$ cat config.mk
export PLATFORM = sky130hd
export DESIGN_NAME = shader_texture_param_bank
export DESIGN_NICKNAME = d
export VERILOG_FILES = /design/src/shader_tex_pkg.sv /design/src/shader_texture_param_bank.sv
export VERILOG_INCLUDE_DIRS = /design/src
export SDC_FILE = /design/constraint.sdc
export NUM_CORES = 2
export LEC_CHECK = 0
export ABC_AREA = 0
export BUFFER_PORTS_ARGS = -buffer_cell sky130_fd_sc_hd__clkbuf_2
export CORE_MARGIN = 3
export CORE_UTILIZATION = 32
export DETAILED_ROUTE_END_ITERATION = 16
export SLEW_MARGIN = 15
export SYNTH_ARGS = -nofsm -noshare
export SYNTH_HDL_FRONTEND = slang
export SYNTH_SLANG_ARGS = --single-unit
export TNS_END_PERCENT = 10
$ cat constraint.sdc
create_clock -name clk_i -period 4.5 [get_ports clk_i]
set_input_delay 0.9 -clock clk_i [delete_from_list [all_inputs] [get_ports clk_i]]
set_output_delay 0.9 -clock clk_i [all_outputs]
set_load 0.02 [all_outputs]
$ cat src/shader_tex_consts.svh
/*
  Named constants of the shader and texture parameter bank: parameter types,
  sub-addresses, field positions and instruction ranges.
  Assumes it is included by its bare name, once or more.
*/
`ifndef SHADER_TEX_CONSTS_SVH
`define SHADER_TEX_CONSTS_SVH

`define PT_SHADER       8'h01
`define PT_TEXTURE      8'h02
`define SA_PS10         8'h99
`define SA_PS11         8'h9A
`define SA_INSPECT      8'hAA
`define SA_FACE_LAST    8'h04
`define SA_TEX_LAST     8'h51
`define SUBTYPE_LAST    8'h0F
`define SUBADDR_MSB     31
`define SUBADDR_LSB     24
`define PAYLOAD_MSB     23
`define PS11_SW_MSB     7
`define DSTCHK_LSB      8
`define DSTCHK_MSB      23
`define INSPECT_MSB     13
`define ALU_FIRST       7'h5F
`define ALU_LAST        7'h7F
`define BASE_LSB_ZEROS  8'h00
`define PAYLOAD_ZERO    24'h000000
`define FLAG_ZERO       14'h0000
`define SW_ZERO         33'h000000000
`define CHK_ZERO        16'h0000
`define ADDR_ZERO       32'h00000000
`define FACE_LAST       3'h4
`define FACE_ZERO       3'h0
`define FACE_IDX_MSB    2
`define STAGE_IDX_MSB   3
`define N_STAGES        16
`define N_FACES         5
`define SW_PS10_MSB     23
`define SW_PS11_LSB     25
`define SW_MSB          32
`define SW_OFFSET_MSB   5
`define NO_SWITCH       1'b0

`endif

$ cat src/shader_tex_pkg.sv
/*
  Types shared by the shader and texture parameter bank.
  Assumes nothing; every width is a literal matching the constants header.
*/
package shader_tex_pkg;
  typedef logic [23:0] payload_t;
  typedef logic [7:0]  sub_addr_t;
  typedef logic [3:0]  stage_t;
  typedef logic [2:0]  face_t;
  typedef logic [32:0] switch_vec_t;
  typedef logic [15:0] dst_check_t;
endpackage

$ cat src/shader_texture_param_bank.sv
/*
  Write-only parameter bank: pixel shader switch bits and destination check
  bits, software inspection flag, and per-stage face level-0 base addresses.
  Assumes one engine clock, parameter words synchronous to it, and the
  shader core presenting lookups from its own pipeline.
*/
`timescale 1ns/1ps
`include "shader_tex_consts.svh"

// Overview of operation
// - A set switch bit moves execution to a texture-unit instruction after its ALU instruction, a clear bit runs the next ALU instruction.
// - Shader setting 10 bit 0 covers the switch after ALU instruction 95 and each higher bit the next instruction.
// - Shader setting 11 bits 0 to 7 cover the switch after ALU instructions 120 to 127.
// - Shader setting 11 bits 8 to 23 hold the destination check bits of temporaries 0 to 15.
// - A set check bit makes the shader test that register's valid bit on its first use as ALU destination, a clear bit skips the test.
// - With checking on, a partial ALU write waits until the register's valid bit from a texture load is set.
// - The inspection register at sub-address AAh holds a flag number in bits 13:0, bits 23:14 reserved.
// - Type 02h words go to texture stage 0 to F by subtype 00h to 0Fh.
// - The sub-address is taken from word bits 31:24, texture sub-addresses spanning 00h to 51h.
// - Sub-addresses 00h to 04h hold face 0 to 4 level-0 base addresses as address bits 31 to 8.
module shader_texture_param_bank (
  input  wire logic                       clk_i,          // engine clock
  input  wire logic                       rst_n_i,        // async reset, active low
  input  wire logic                       param_valid_i,  // parameter word present
  input  wire logic [7:0]                 param_type_i,   // param_type_field
  input  wire logic [7:0]                 param_subtype_i,// param_subtype_field
  input  wire logic [31:0]                param_word_i,   // sub-address and payload
  input  wire logic                       alu_query_i,    // ask switch after alu_index_i
  input  wire logic [6:0]                 alu_index_i,    // ALU instruction number
  output logic                            switch_valid_o, // switch answer present
  output logic                            switch_known_o, // index held by this bank
  output logic                            switch_tex_o,   // go to texture_op_unit
  input  wire logic [3:0]                 dst_reg_i,      // ALU destination temporary
  input  wire logic                       dst_first_use_i,// first use as ALU destination
  input  wire logic                       dst_partial_i,  // write covers part of register
  input  wire logic                       dst_reg_valid_i,// valid bit from texture load
  output logic                            alu_stall_o,    // hold the ALU instruction
  input  wire shader_tex_pkg::stage_t     tex_stage_i,    // texture stage to look up
  input  wire shader_tex_pkg::face_t      tex_face_i,     // face to look up
  output logic [31:0]                     face_base_o,    // byte address of level 0
  output logic                            face_known_o,   // face held by this bank
  output logic [13:0]                     inspect_flag_o  // software inspection flag
);

  // stored settings; each next value is decoded below
  shader_tex_pkg::switch_vec_t switch_q;
  shader_tex_pkg::switch_vec_t switch_d;
  shader_tex_pkg::dst_check_t  dst_check_q;
  shader_tex_pkg::dst_check_t  dst_check_d;
  logic [13:0]                 inspect_q;
  logic [13:0]                 inspect_d;

  // registered lookup answers
  logic                        switch_valid_q;
  logic                        switch_valid_d;
  logic                        switch_known_q;
  logic                        switch_known_d;
  logic                        switch_tex_q;
  logic                        switch_tex_d;
  logic [31:0]                 face_addr_q;
  logic [31:0]                 face_addr_d;
  logic                        face_known_q;
  logic                        face_known_d;

  // decode of the incoming word
  shader_tex_pkg::sub_addr_t   sub_addr;
  shader_tex_pkg::payload_t    payload;
  wire                         is_shader;
  wire                         is_tex;
  wire                         wr_ps10;
  wire                         wr_ps11;
  wire                         wr_inspect;
  wire                         wr_face;
  wire [2:0]                   wr_face_idx;
  wire [3:0]                   wr_stage;

  assign sub_addr    = param_word_i[`SUBADDR_MSB:`SUBADDR_LSB];
  assign payload     = param_word_i[`PAYLOAD_MSB:0];
  assign is_shader   = param_valid_i && (param_type_i == `PT_SHADER);
  assign is_tex      = param_valid_i && (param_type_i == `PT_TEXTURE)
                       && (param_subtype_i <= `SUBTYPE_LAST);
  assign wr_ps10     = is_shader && (sub_addr == `SA_PS10);
  assign wr_ps11     = is_shader && (sub_addr == `SA_PS11);
  assign wr_inspect  = is_shader && (sub_addr == `SA_INSPECT);
  assign wr_face     = is_tex && (sub_addr <= `SA_FACE_LAST);
  assign wr_face_idx = sub_addr[`FACE_IDX_MSB:0];
  assign wr_stage    = param_subtype_i[`STAGE_IDX_MSB:0];

  // payload fields of the shader settings
  wire [23:0]                  ps10_sw;
  wire [7:0]                   ps11_sw;
  wire [15:0]                  ps11_chk;
  wire [13:0]                  inspect_field;
  wire [23:0]                  ps10_sw_d;
  wire [7:0]                   ps11_sw_d;

  assign ps10_sw       = payload;
  assign ps11_sw       = payload[`PS11_SW_MSB:0];
  assign ps11_chk      = payload[`DSTCHK_MSB:`DSTCHK_LSB];
  assign inspect_field = payload[`INSPECT_MSB:0];

  // bits 0..23 are instructions 95..118, bits 25..32 are 120..127
  // instruction 119 has no switch bit, so it always runs the next ALU one
  assign ps10_sw_d   = wr_ps10 ? ps10_sw : switch_q[`SW_PS10_MSB:0];
  assign ps11_sw_d   = wr_ps11 ? ps11_sw : switch_q[`SW_MSB:`SW_PS11_LSB];
  assign switch_d    = {ps11_sw_d, `NO_SWITCH, ps10_sw_d};
  assign dst_check_d = wr_ps11 ? ps11_chk : dst_check_q;
  assign inspect_d   = wr_inspect ? inspect_field : inspect_q;

  // switch lookup
  wire                         alu_in_range;
  wire [6:0]                   alu_offset;
  wire                         switch_bit;

  assign alu_in_range   = (alu_index_i >= `ALU_FIRST) && (alu_index_i <= `ALU_LAST);
  assign alu_offset     = alu_index_i - `ALU_FIRST;
  assign switch_bit     = switch_q[alu_offset[`SW_OFFSET_MSB:0]];
  assign switch_valid_d = alu_query_i;
  assign switch_known_d = alu_query_i && alu_in_range;
  assign switch_tex_d   = switch_known_d && switch_bit;

  // face lookup; the read index is clamped so no store is read out of range
  wire                         face_in_range;
  wire [2:0]                   face_rd_idx;
  wire [23:0]                  stage_face_word [`N_STAGES];

  assign face_in_range = (tex_face_i <= `FACE_LAST);
  assign face_rd_idx   = face_in_range ? tex_face_i : `FACE_ZERO;
  assign face_known_d  = face_in_range;
  assign face_addr_d   = face_in_range
                         ? {stage_face_word[tex_stage_i], `BASE_LSB_ZEROS}
                         : `ADDR_ZERO;

  // face base store, one bank of level-0 words per texture stage
  for (genvar s = 0; s < `N_STAGES; s++) begin : g_stage
    shader_tex_pkg::payload_t  face_q [`N_FACES];
    wire                       stage_wr;

    assign stage_wr           = wr_face && (wr_stage == 4'(s));
    assign stage_face_word[s] = face_q[face_rd_idx];

    always_ff @(posedge clk_i or negedge rst_n_i) begin
      if (!rst_n_i) begin
        for (int f = 0; f < `N_FACES; f++) begin
          face_q[f] <= `PAYLOAD_ZERO;
        end
      end else if (stage_wr) begin
        face_q[wr_face_idx] <= payload;
      end
    end
  end

  // switch bits of both settings
  always_ff @(posedge clk_i or negedge rst_n_i) begin
    if (!rst_n_i) begin
      switch_q <= `SW_ZERO;
    end else begin
      switch_q <= switch_d;
    end
  end

  // destination check bits
  always_ff @(posedge clk_i or negedge rst_n_i) begin
    if (!rst_n_i) begin
      dst_check_q <= `CHK_ZERO;
    end else begin
      dst_check_q <= dst_check_d;
    end
  end

  // inspection flag, reserved payload bits dropped
  always_ff @(posedge clk_i or negedge rst_n_i) begin
    if (!rst_n_i) begin
      inspect_q <= `FLAG_ZERO;
    end else begin
      inspect_q <= inspect_d;
    end
  end

  // switch answer, one cycle after the query
  always_ff @(posedge clk_i or negedge rst_n_i) begin
    if (!rst_n_i) begin
      switch_valid_q <= 1'b0;
      switch_known_q <= 1'b0;
      switch_tex_q   <= 1'b0;
    end else begin
      switch_valid_q <= switch_valid_d;
      switch_known_q <= switch_known_d;
      switch_tex_q   <= switch_tex_d;
    end
  end

  // face address answer, one cycle after the lookup inputs
  always_ff @(posedge clk_i or negedge rst_n_i) begin
    if (!rst_n_i) begin
      face_addr_q  <= `ADDR_ZERO;
      face_known_q <= 1'b0;
    end else begin
      face_addr_q  <= face_addr_d;
      face_known_q <= face_known_d;
    end
  end

  // hold a partial write until the texture load has landed
  wire                         dst_check_bit;
  wire                         dst_waits;

  assign dst_check_bit = dst_check_q[dst_reg_i];
  assign dst_waits     = dst_first_use_i && dst_partial_i && !dst_reg_valid_i;
  assign alu_stall_o   = dst_check_bit && dst_waits;

  // registered outputs
  assign switch_valid_o = switch_valid_q;
  assign switch_known_o = switch_known_q;
  assign switch_tex_o   = switch_tex_q;
  assign face_base_o    = face_addr_q;
  assign face_known_o   = face_known_q;
  assign inspect_flag_o = inspect_q;

endmodule

### Yosys cells after proc, flatten, opt, wreduce, memory -nomap -nowiden

Cells that the tools add are included.

| storage, ports and cells | value |
|---|---|
| bits of input ports | 73 |
| register bits after elaboration | 2018 |
| output and inout bits | 51 |

| operators by class | value |
|---|---|
| reductions and logical operators | 32 |
| mux-type cells | 75 |
| add/subtract/negate cells | 1 |
| equal/unequal tests | 20 |
| order comparisons | 11 |
| bitwise gates (word level) | 3 |

Operators with widths:

| operator | number |
|---|---|
| bitwise mux 120 bit | 16 |
| binary-select mux 24 bit (select 3 bit) | 16 |
| two-way mux 24 bit | 35 |
| binary-select mux 24 bit (select 4 bit) | 1 |
| demux 24 bit (select 3 bit) | 1 |
| equality test 4 bit, second input constant | 8 |
| two-way mux 32 bit | 1 |
| logical AND 1 bit | 30 |
| equality test 8 bit, second input constant | 3 |
| equality test 4 x 3 -> 1 bit, second input constant | 4 |
| equality test 4 x 2 -> 1 bit, second input constant | 2 |
| equality test 8 x 1 -> 1 bit, second input constant | 1 |
| equality test 8 x 2 -> 1 bit, second input constant | 1 |
| greater-or-equal comparator 4 bit, second input constant | 2 |
| less-or-equal comparator 8 x 3 -> 1 bit, second input constant | 1 |
| less-or-equal comparator 8 x 4 -> 1 bit, second input constant | 1 |
| NOT 3 -> 4 bit | 2 |
| greater-or-equal comparator 7 bit, second input constant | 1 |
| less-or-equal comparator 7 bit, second input constant | 1 |
| < comparator 6 x 7 -> 1 bit, second input constant | 1 |
| binary-select mux 1 bit (select 6 bit) | 1 |
| subtractor 6 x 5 -> 6 bit, second input constant | 1 |
| greater-or-equal comparator 5 bit, second input constant | 1 |
| < comparator 4 x 5 -> 1 bit, second input constant | 1 |
| other kinds (9) | 10 |

### Depth between registers and ports, before layout

| logic depth | value |
|---|---|
| depth after elaboration | 10 |
| depth in mapped cells | 11 |
| depth with buffers taken out | 7 |

### Worst setup path before layout

OpenSTA, ideal clock, no wires.

| timing path | value |
|---|---|
| path kind | in2out |
| start point | input dst_reg_i[0] |
| end point | output alu_stall_o |
| buffers on the path | 0 |
| data required time | 3.600 ns |
| arrival | 2.064 ns |
| stages | 3 |
| slack | 1.536 ns |
| cells stage by stage | mux4_2 > mux4_2 > and4b_1 |

| between the ends | value |
|---|---|
| longest elaborated chain between the ends | 3 |

Ends and longest elaborated chain:

| what | line | source |
|---|---|---|
| start: declaration | shader_texture_param_bank.sv:33 | `input wire logic [3:0] dst_reg_i,` |
| binary-select mux 1 bit (select 4 bit) | shader_texture_param_bank.sv:208 | `assign dst_check_bit = dst_check_q[dst_reg_i];` |
| two-way mux 1 bit (not written as such) | shader_texture_param_bank.sv:208 |  |
| logical AND 1 bit | shader_texture_param_bank.sv:210 | `assign alu_stall_o = dst_check_bit && dst_waits;` |
| end: declaration | shader_texture_param_bank.sv:37 | `output logic alu_stall_o,` |

No other way between the ends. The select of a mux whose other input is x is not followed.

### Final worst setup path

| timing path | value |
|---|---|
| start point | register dst_check_q[7] |
| end point | output alu_stall_o |

| between the ends | value |
|---|---|
| longest elaborated chain between the ends | 3 |

Ends and longest elaborated chain:

| what | line | source |
|---|---|---|
| start: declaration | shader_texture_param_bank.sv:48 | `shader_tex_pkg::dst_check_t dst_check_q;` |
| start signal: assignment | shader_texture_param_bank.sv:165 | `` dst_check_q <= `CHK_ZERO; `` |
| start signal: assignment | shader_texture_param_bank.sv:167 | `dst_check_q <= dst_check_d;` |
| binary-select mux 1 bit (select 4 bit) | shader_texture_param_bank.sv:208 |  |
| two-way mux 1 bit (not written as such) | shader_texture_param_bank.sv:208 |  |
| logical AND 1 bit | shader_texture_param_bank.sv:210 |  |

No other way between the ends. The select of a mux whose other input is x is not followed.

==> impl_metrics.py <==
metrics = {
    "detailed_routing": {
        "num_vias": 64200,
        "ant_nets": 0,
        "drc": 0,
        "wirelength_um": 326000,
        "drtIter0Drc": 6479,
        "viasPerCell": 5.81,
        "first_pass_iters": 6,
        "routedWlPerCell_um": 29.5,
    },
    "floorplanning": {
        "start_util": 0.323,
        "row_count": 198,
        "boundaryPins": 124,
        "die_h_um": 549,
        "die_area_mm2": 0.301,
        "core_area_mm2": 0.292,
        "die_width_um": 549,
    },
    "timing": {
        "fmax_ghz": 0.291,
        "finalCritPeriodShare": 0.763,
        "setup_viol": 0,
        "hold_ws_ps": 128,
        "worst_pin_slew_ps": 1310,
        "setup_tns_ps": 0,
        "grt_setup_unrepaired": "false",
        "skew_ps": 62.8,
        "maxSlewHeadroom": 0.114,
        "slew_viol_final": 0,
        "finalHoldViolCount": 0,
        "finalCriticalPeriod_ps": 3430,
    },
    "synthesis": {
        "syn_inst": 7018,
        "synth_top_area_frac": 0.533,
        "synth_mux_area_frac": 0.309,
        "yosys.area_share.simple": 0.0234,
        "synth_compound_area_frac": 0.0964,
        "synth_area_leaders": "dfrtp_1 53%, mux2_2 21%, mux2_1 3.3%, mux4_2 3.3%, mux2i_1 2.8%",
        "syn-cell-area_mm2": 0.0943,
        "synth_edf_count": 0,
        "synth-async-reset-ratio": 1.00,
        "synth.avg_cell_area_um2": 13.4,
        "yosysWarnings": 0,
        "synth_xor_xnor_area_share": 0.000372,
        "yosysSeqAreaShare": 0.533,
        "synth_cell_type_count": 79,
        "synth_top_family_by_area": "multiplexers",
        "synthFlopType": "dfrtp_1",
        "synth_seq_cells": 2010,
        "synth_area_leader_cell": "dfrtp_1",
        "yosys.area_share.adder": 0.000133,
    },
    "global_routing": {
        "grt_usage": 0.211,
        "grt-ovfl-total": 0,
        "antenna_found_initial": 26,
        "grt_pass1_wl_um": 473000,
        "grt_max_degree": 162,
        "grt_pass1_vias": 65700,
    },
    "layout": {
        "multi_input_area_mm2": 0.0406,
        "seq_area_mm2": 0.0503,
        "area_growth_pct": 13.8,
        "nets": 7035,
        "drive_above_1_share": 0.393,
        "nFillCells": 27600,
        "final_cells": 11000,
    },
    "clock_tree": {
        "insertion_delay_ps": 890,
        "tritoncts": "yes",
        "cts-root-buf": "clkbuf_16",
        "cts.clk_slew.worst_paths_ps": 60,
        "post_cts_buffers": 0,
        "cts_buffers": 218,
        "cts_sinks": 2010,
        "ctsHoldBuffers": 1,
        "cts_resized": 0,
        "htree_levels": 4,
        "clock_path_buffers": 4,
    },
    "power": {
        "p_leak_nw": 51.9,
        "max-vdd-ir-drop_v": 0.000298,
        "power_density_mw_per_mm2": 366,
    },
    "hold_path": {
        "min_from": "alu_query_i",
        "whs_endpoint": "switch_valid_o",
        "hold_path.class": "input pin to flip-flop",
        "hold_depth": 1,
    },
    "critical_path": {
        "r2r_start": "g_stage[7].face_q[16]",
        "cp-start-kind": "flip-flop",
        "crit_fanout": 2,
        "cp.arrival_ps": 2530,
        "worstSetupPathType": "flip-flop to output port",
        "r2r_setup_slack_ps": 1970,
        "crit_path_end_kind": "output port",
        "reg2reg_to": "face_base_o[24]",
        "required_ps": 3600,
        "crit_start": "dst_check_q[7]",
        "rr_worst_depth": 6,
    },
    "placement": {
        "gp_congestion": 0.901,
        "dp_hpwl_um": 199000,
        "portBuffers": 115,
        "placed_cells": 10600,
    },
    "outcome": {
        "status": "completed",
    },
    "job": {
        "max-cap-violations": 0,
    },
}
[worst max-delay path, stage by stage (launching register included)]
cell and delay, ps:
dfrtp_1 380, mux4_2 480, mux4_2 450, and4b_1 180
clkbuf_2 150
[final cells by class]
type	instances	area share
sequential	2010	0.469
multi-input combinational	4212	0.378
clock buffer	329	0.0612
tap	3900	0.0455
timing repair buffer	473	0.0380
clock inverter	61	0.00640
inverter	46	0.00176
antenna	13	0.000303
[kinds of logic after synthesis]
family,Yosys count
compound gates,1270
xor+xnor,4
fa+ha+maj,1
buf+inv,803
flops,2010
mux,2477
other cells,1
simple gates,452
[cell usage in the layout, fill, tap and decap left out, types with 26 or more instances in the layout]
cell	n
a211oi_1	30
a21oi_1	173
a221o_1	28
a221oi_1	132
a22oi_1	118
a31oi_1	26
buf_12	56
buf_4	327
clkbuf_1	45
clkbuf_16	221
clkbuf_2	83
clkbuf_8	65
clkinv_2	37
dfrtp_1	2010
inv_1	40
mux2_1	278
mux2_2	1798
mux2i_1	264
mux4_2	137
nand2_1	211
nand3_1	33
nor2_1	58
o211ai_1	34
o21ai_0	178
o221ai_1	209
o22ai_1	186
[metrics by stage]
stage,setup WS [ps],instance area (µm²),util,power [mW]
6_report,1070,107000,0.367,39.3
3_5_place_dp,382,100000,0.342,21.3
2_1_floorplan,1540,94300,-,19.7
5_1_grt,989,107000,0.367,40.5
3_3_place_gp,411,100000,0.342,21.2
4_1_cts,1020,107000,0.367,39.6
[sequential cells by signal, summed over array words and instances (netlist names)]
register and cells:
switch_known_o 1, switch_valid_o 1, dst_check_q 16, g_stage.face_q 1920, switch_q 32, face_base_o 24
switch_tex_o 1, inspect_flag_o 14, face_known_o 1
[where the power goes]
part / switching, mW / leakage [nW] / internal [mW] / total, mW
clock: 7.57 / 3.60 / 10.8 / 18.3
sequential: 0.0749 / 28.1 / 18.1 / 18.2
combinational: 2.12 / 20.2 / 0.683 / 2.80
[Yosys cell counts, drive strengths merged (16+ instances only)]
cell type	number
a211oi	30
a21oi	173
a221o	28
a221oi	132
a22oi	118
a2bb2oi	18
a31oi	26
a32oi	19
and2	19
buf	309
clkbuf	448
dfrtp	2010
inv	46
mux2	2076
mux2i	264
mux4	137
nand2	221
nand2b	17
nand3	35
nor2	60
nor2b	16
nor3	24
o211ai	34
o21ai	179
o21bai	17
o221ai	209
o22a	16
o22ai	186
[routing by layer]
layer | vias up | GRT usage | share of wire
met2 | 2827 | 0.329 | 0.45
met4 | 10 | 0.110 | 0.058
met5 | - | 0 | 0.00021
met1 | 34400 | 0.278 | 0.41
li1 | 26200 | - | -
met3 | 753 | 0.0425 | 0.079
[worst max-delay path by stage]
stage	slack, ps	endpoint	depth (start not counted)
after floorplan	1540	alu_stall_o	3
after global placement	410	face_base_o[21]	9
after detailed placement	380	face_base_o[21]	9
after CTS	1020	alu_stall_o	4
after global routing	990	alu_stall_o	4
final	1070	alu_stall_o	4
Note: power is estimated with default switching activity, not from simulation.
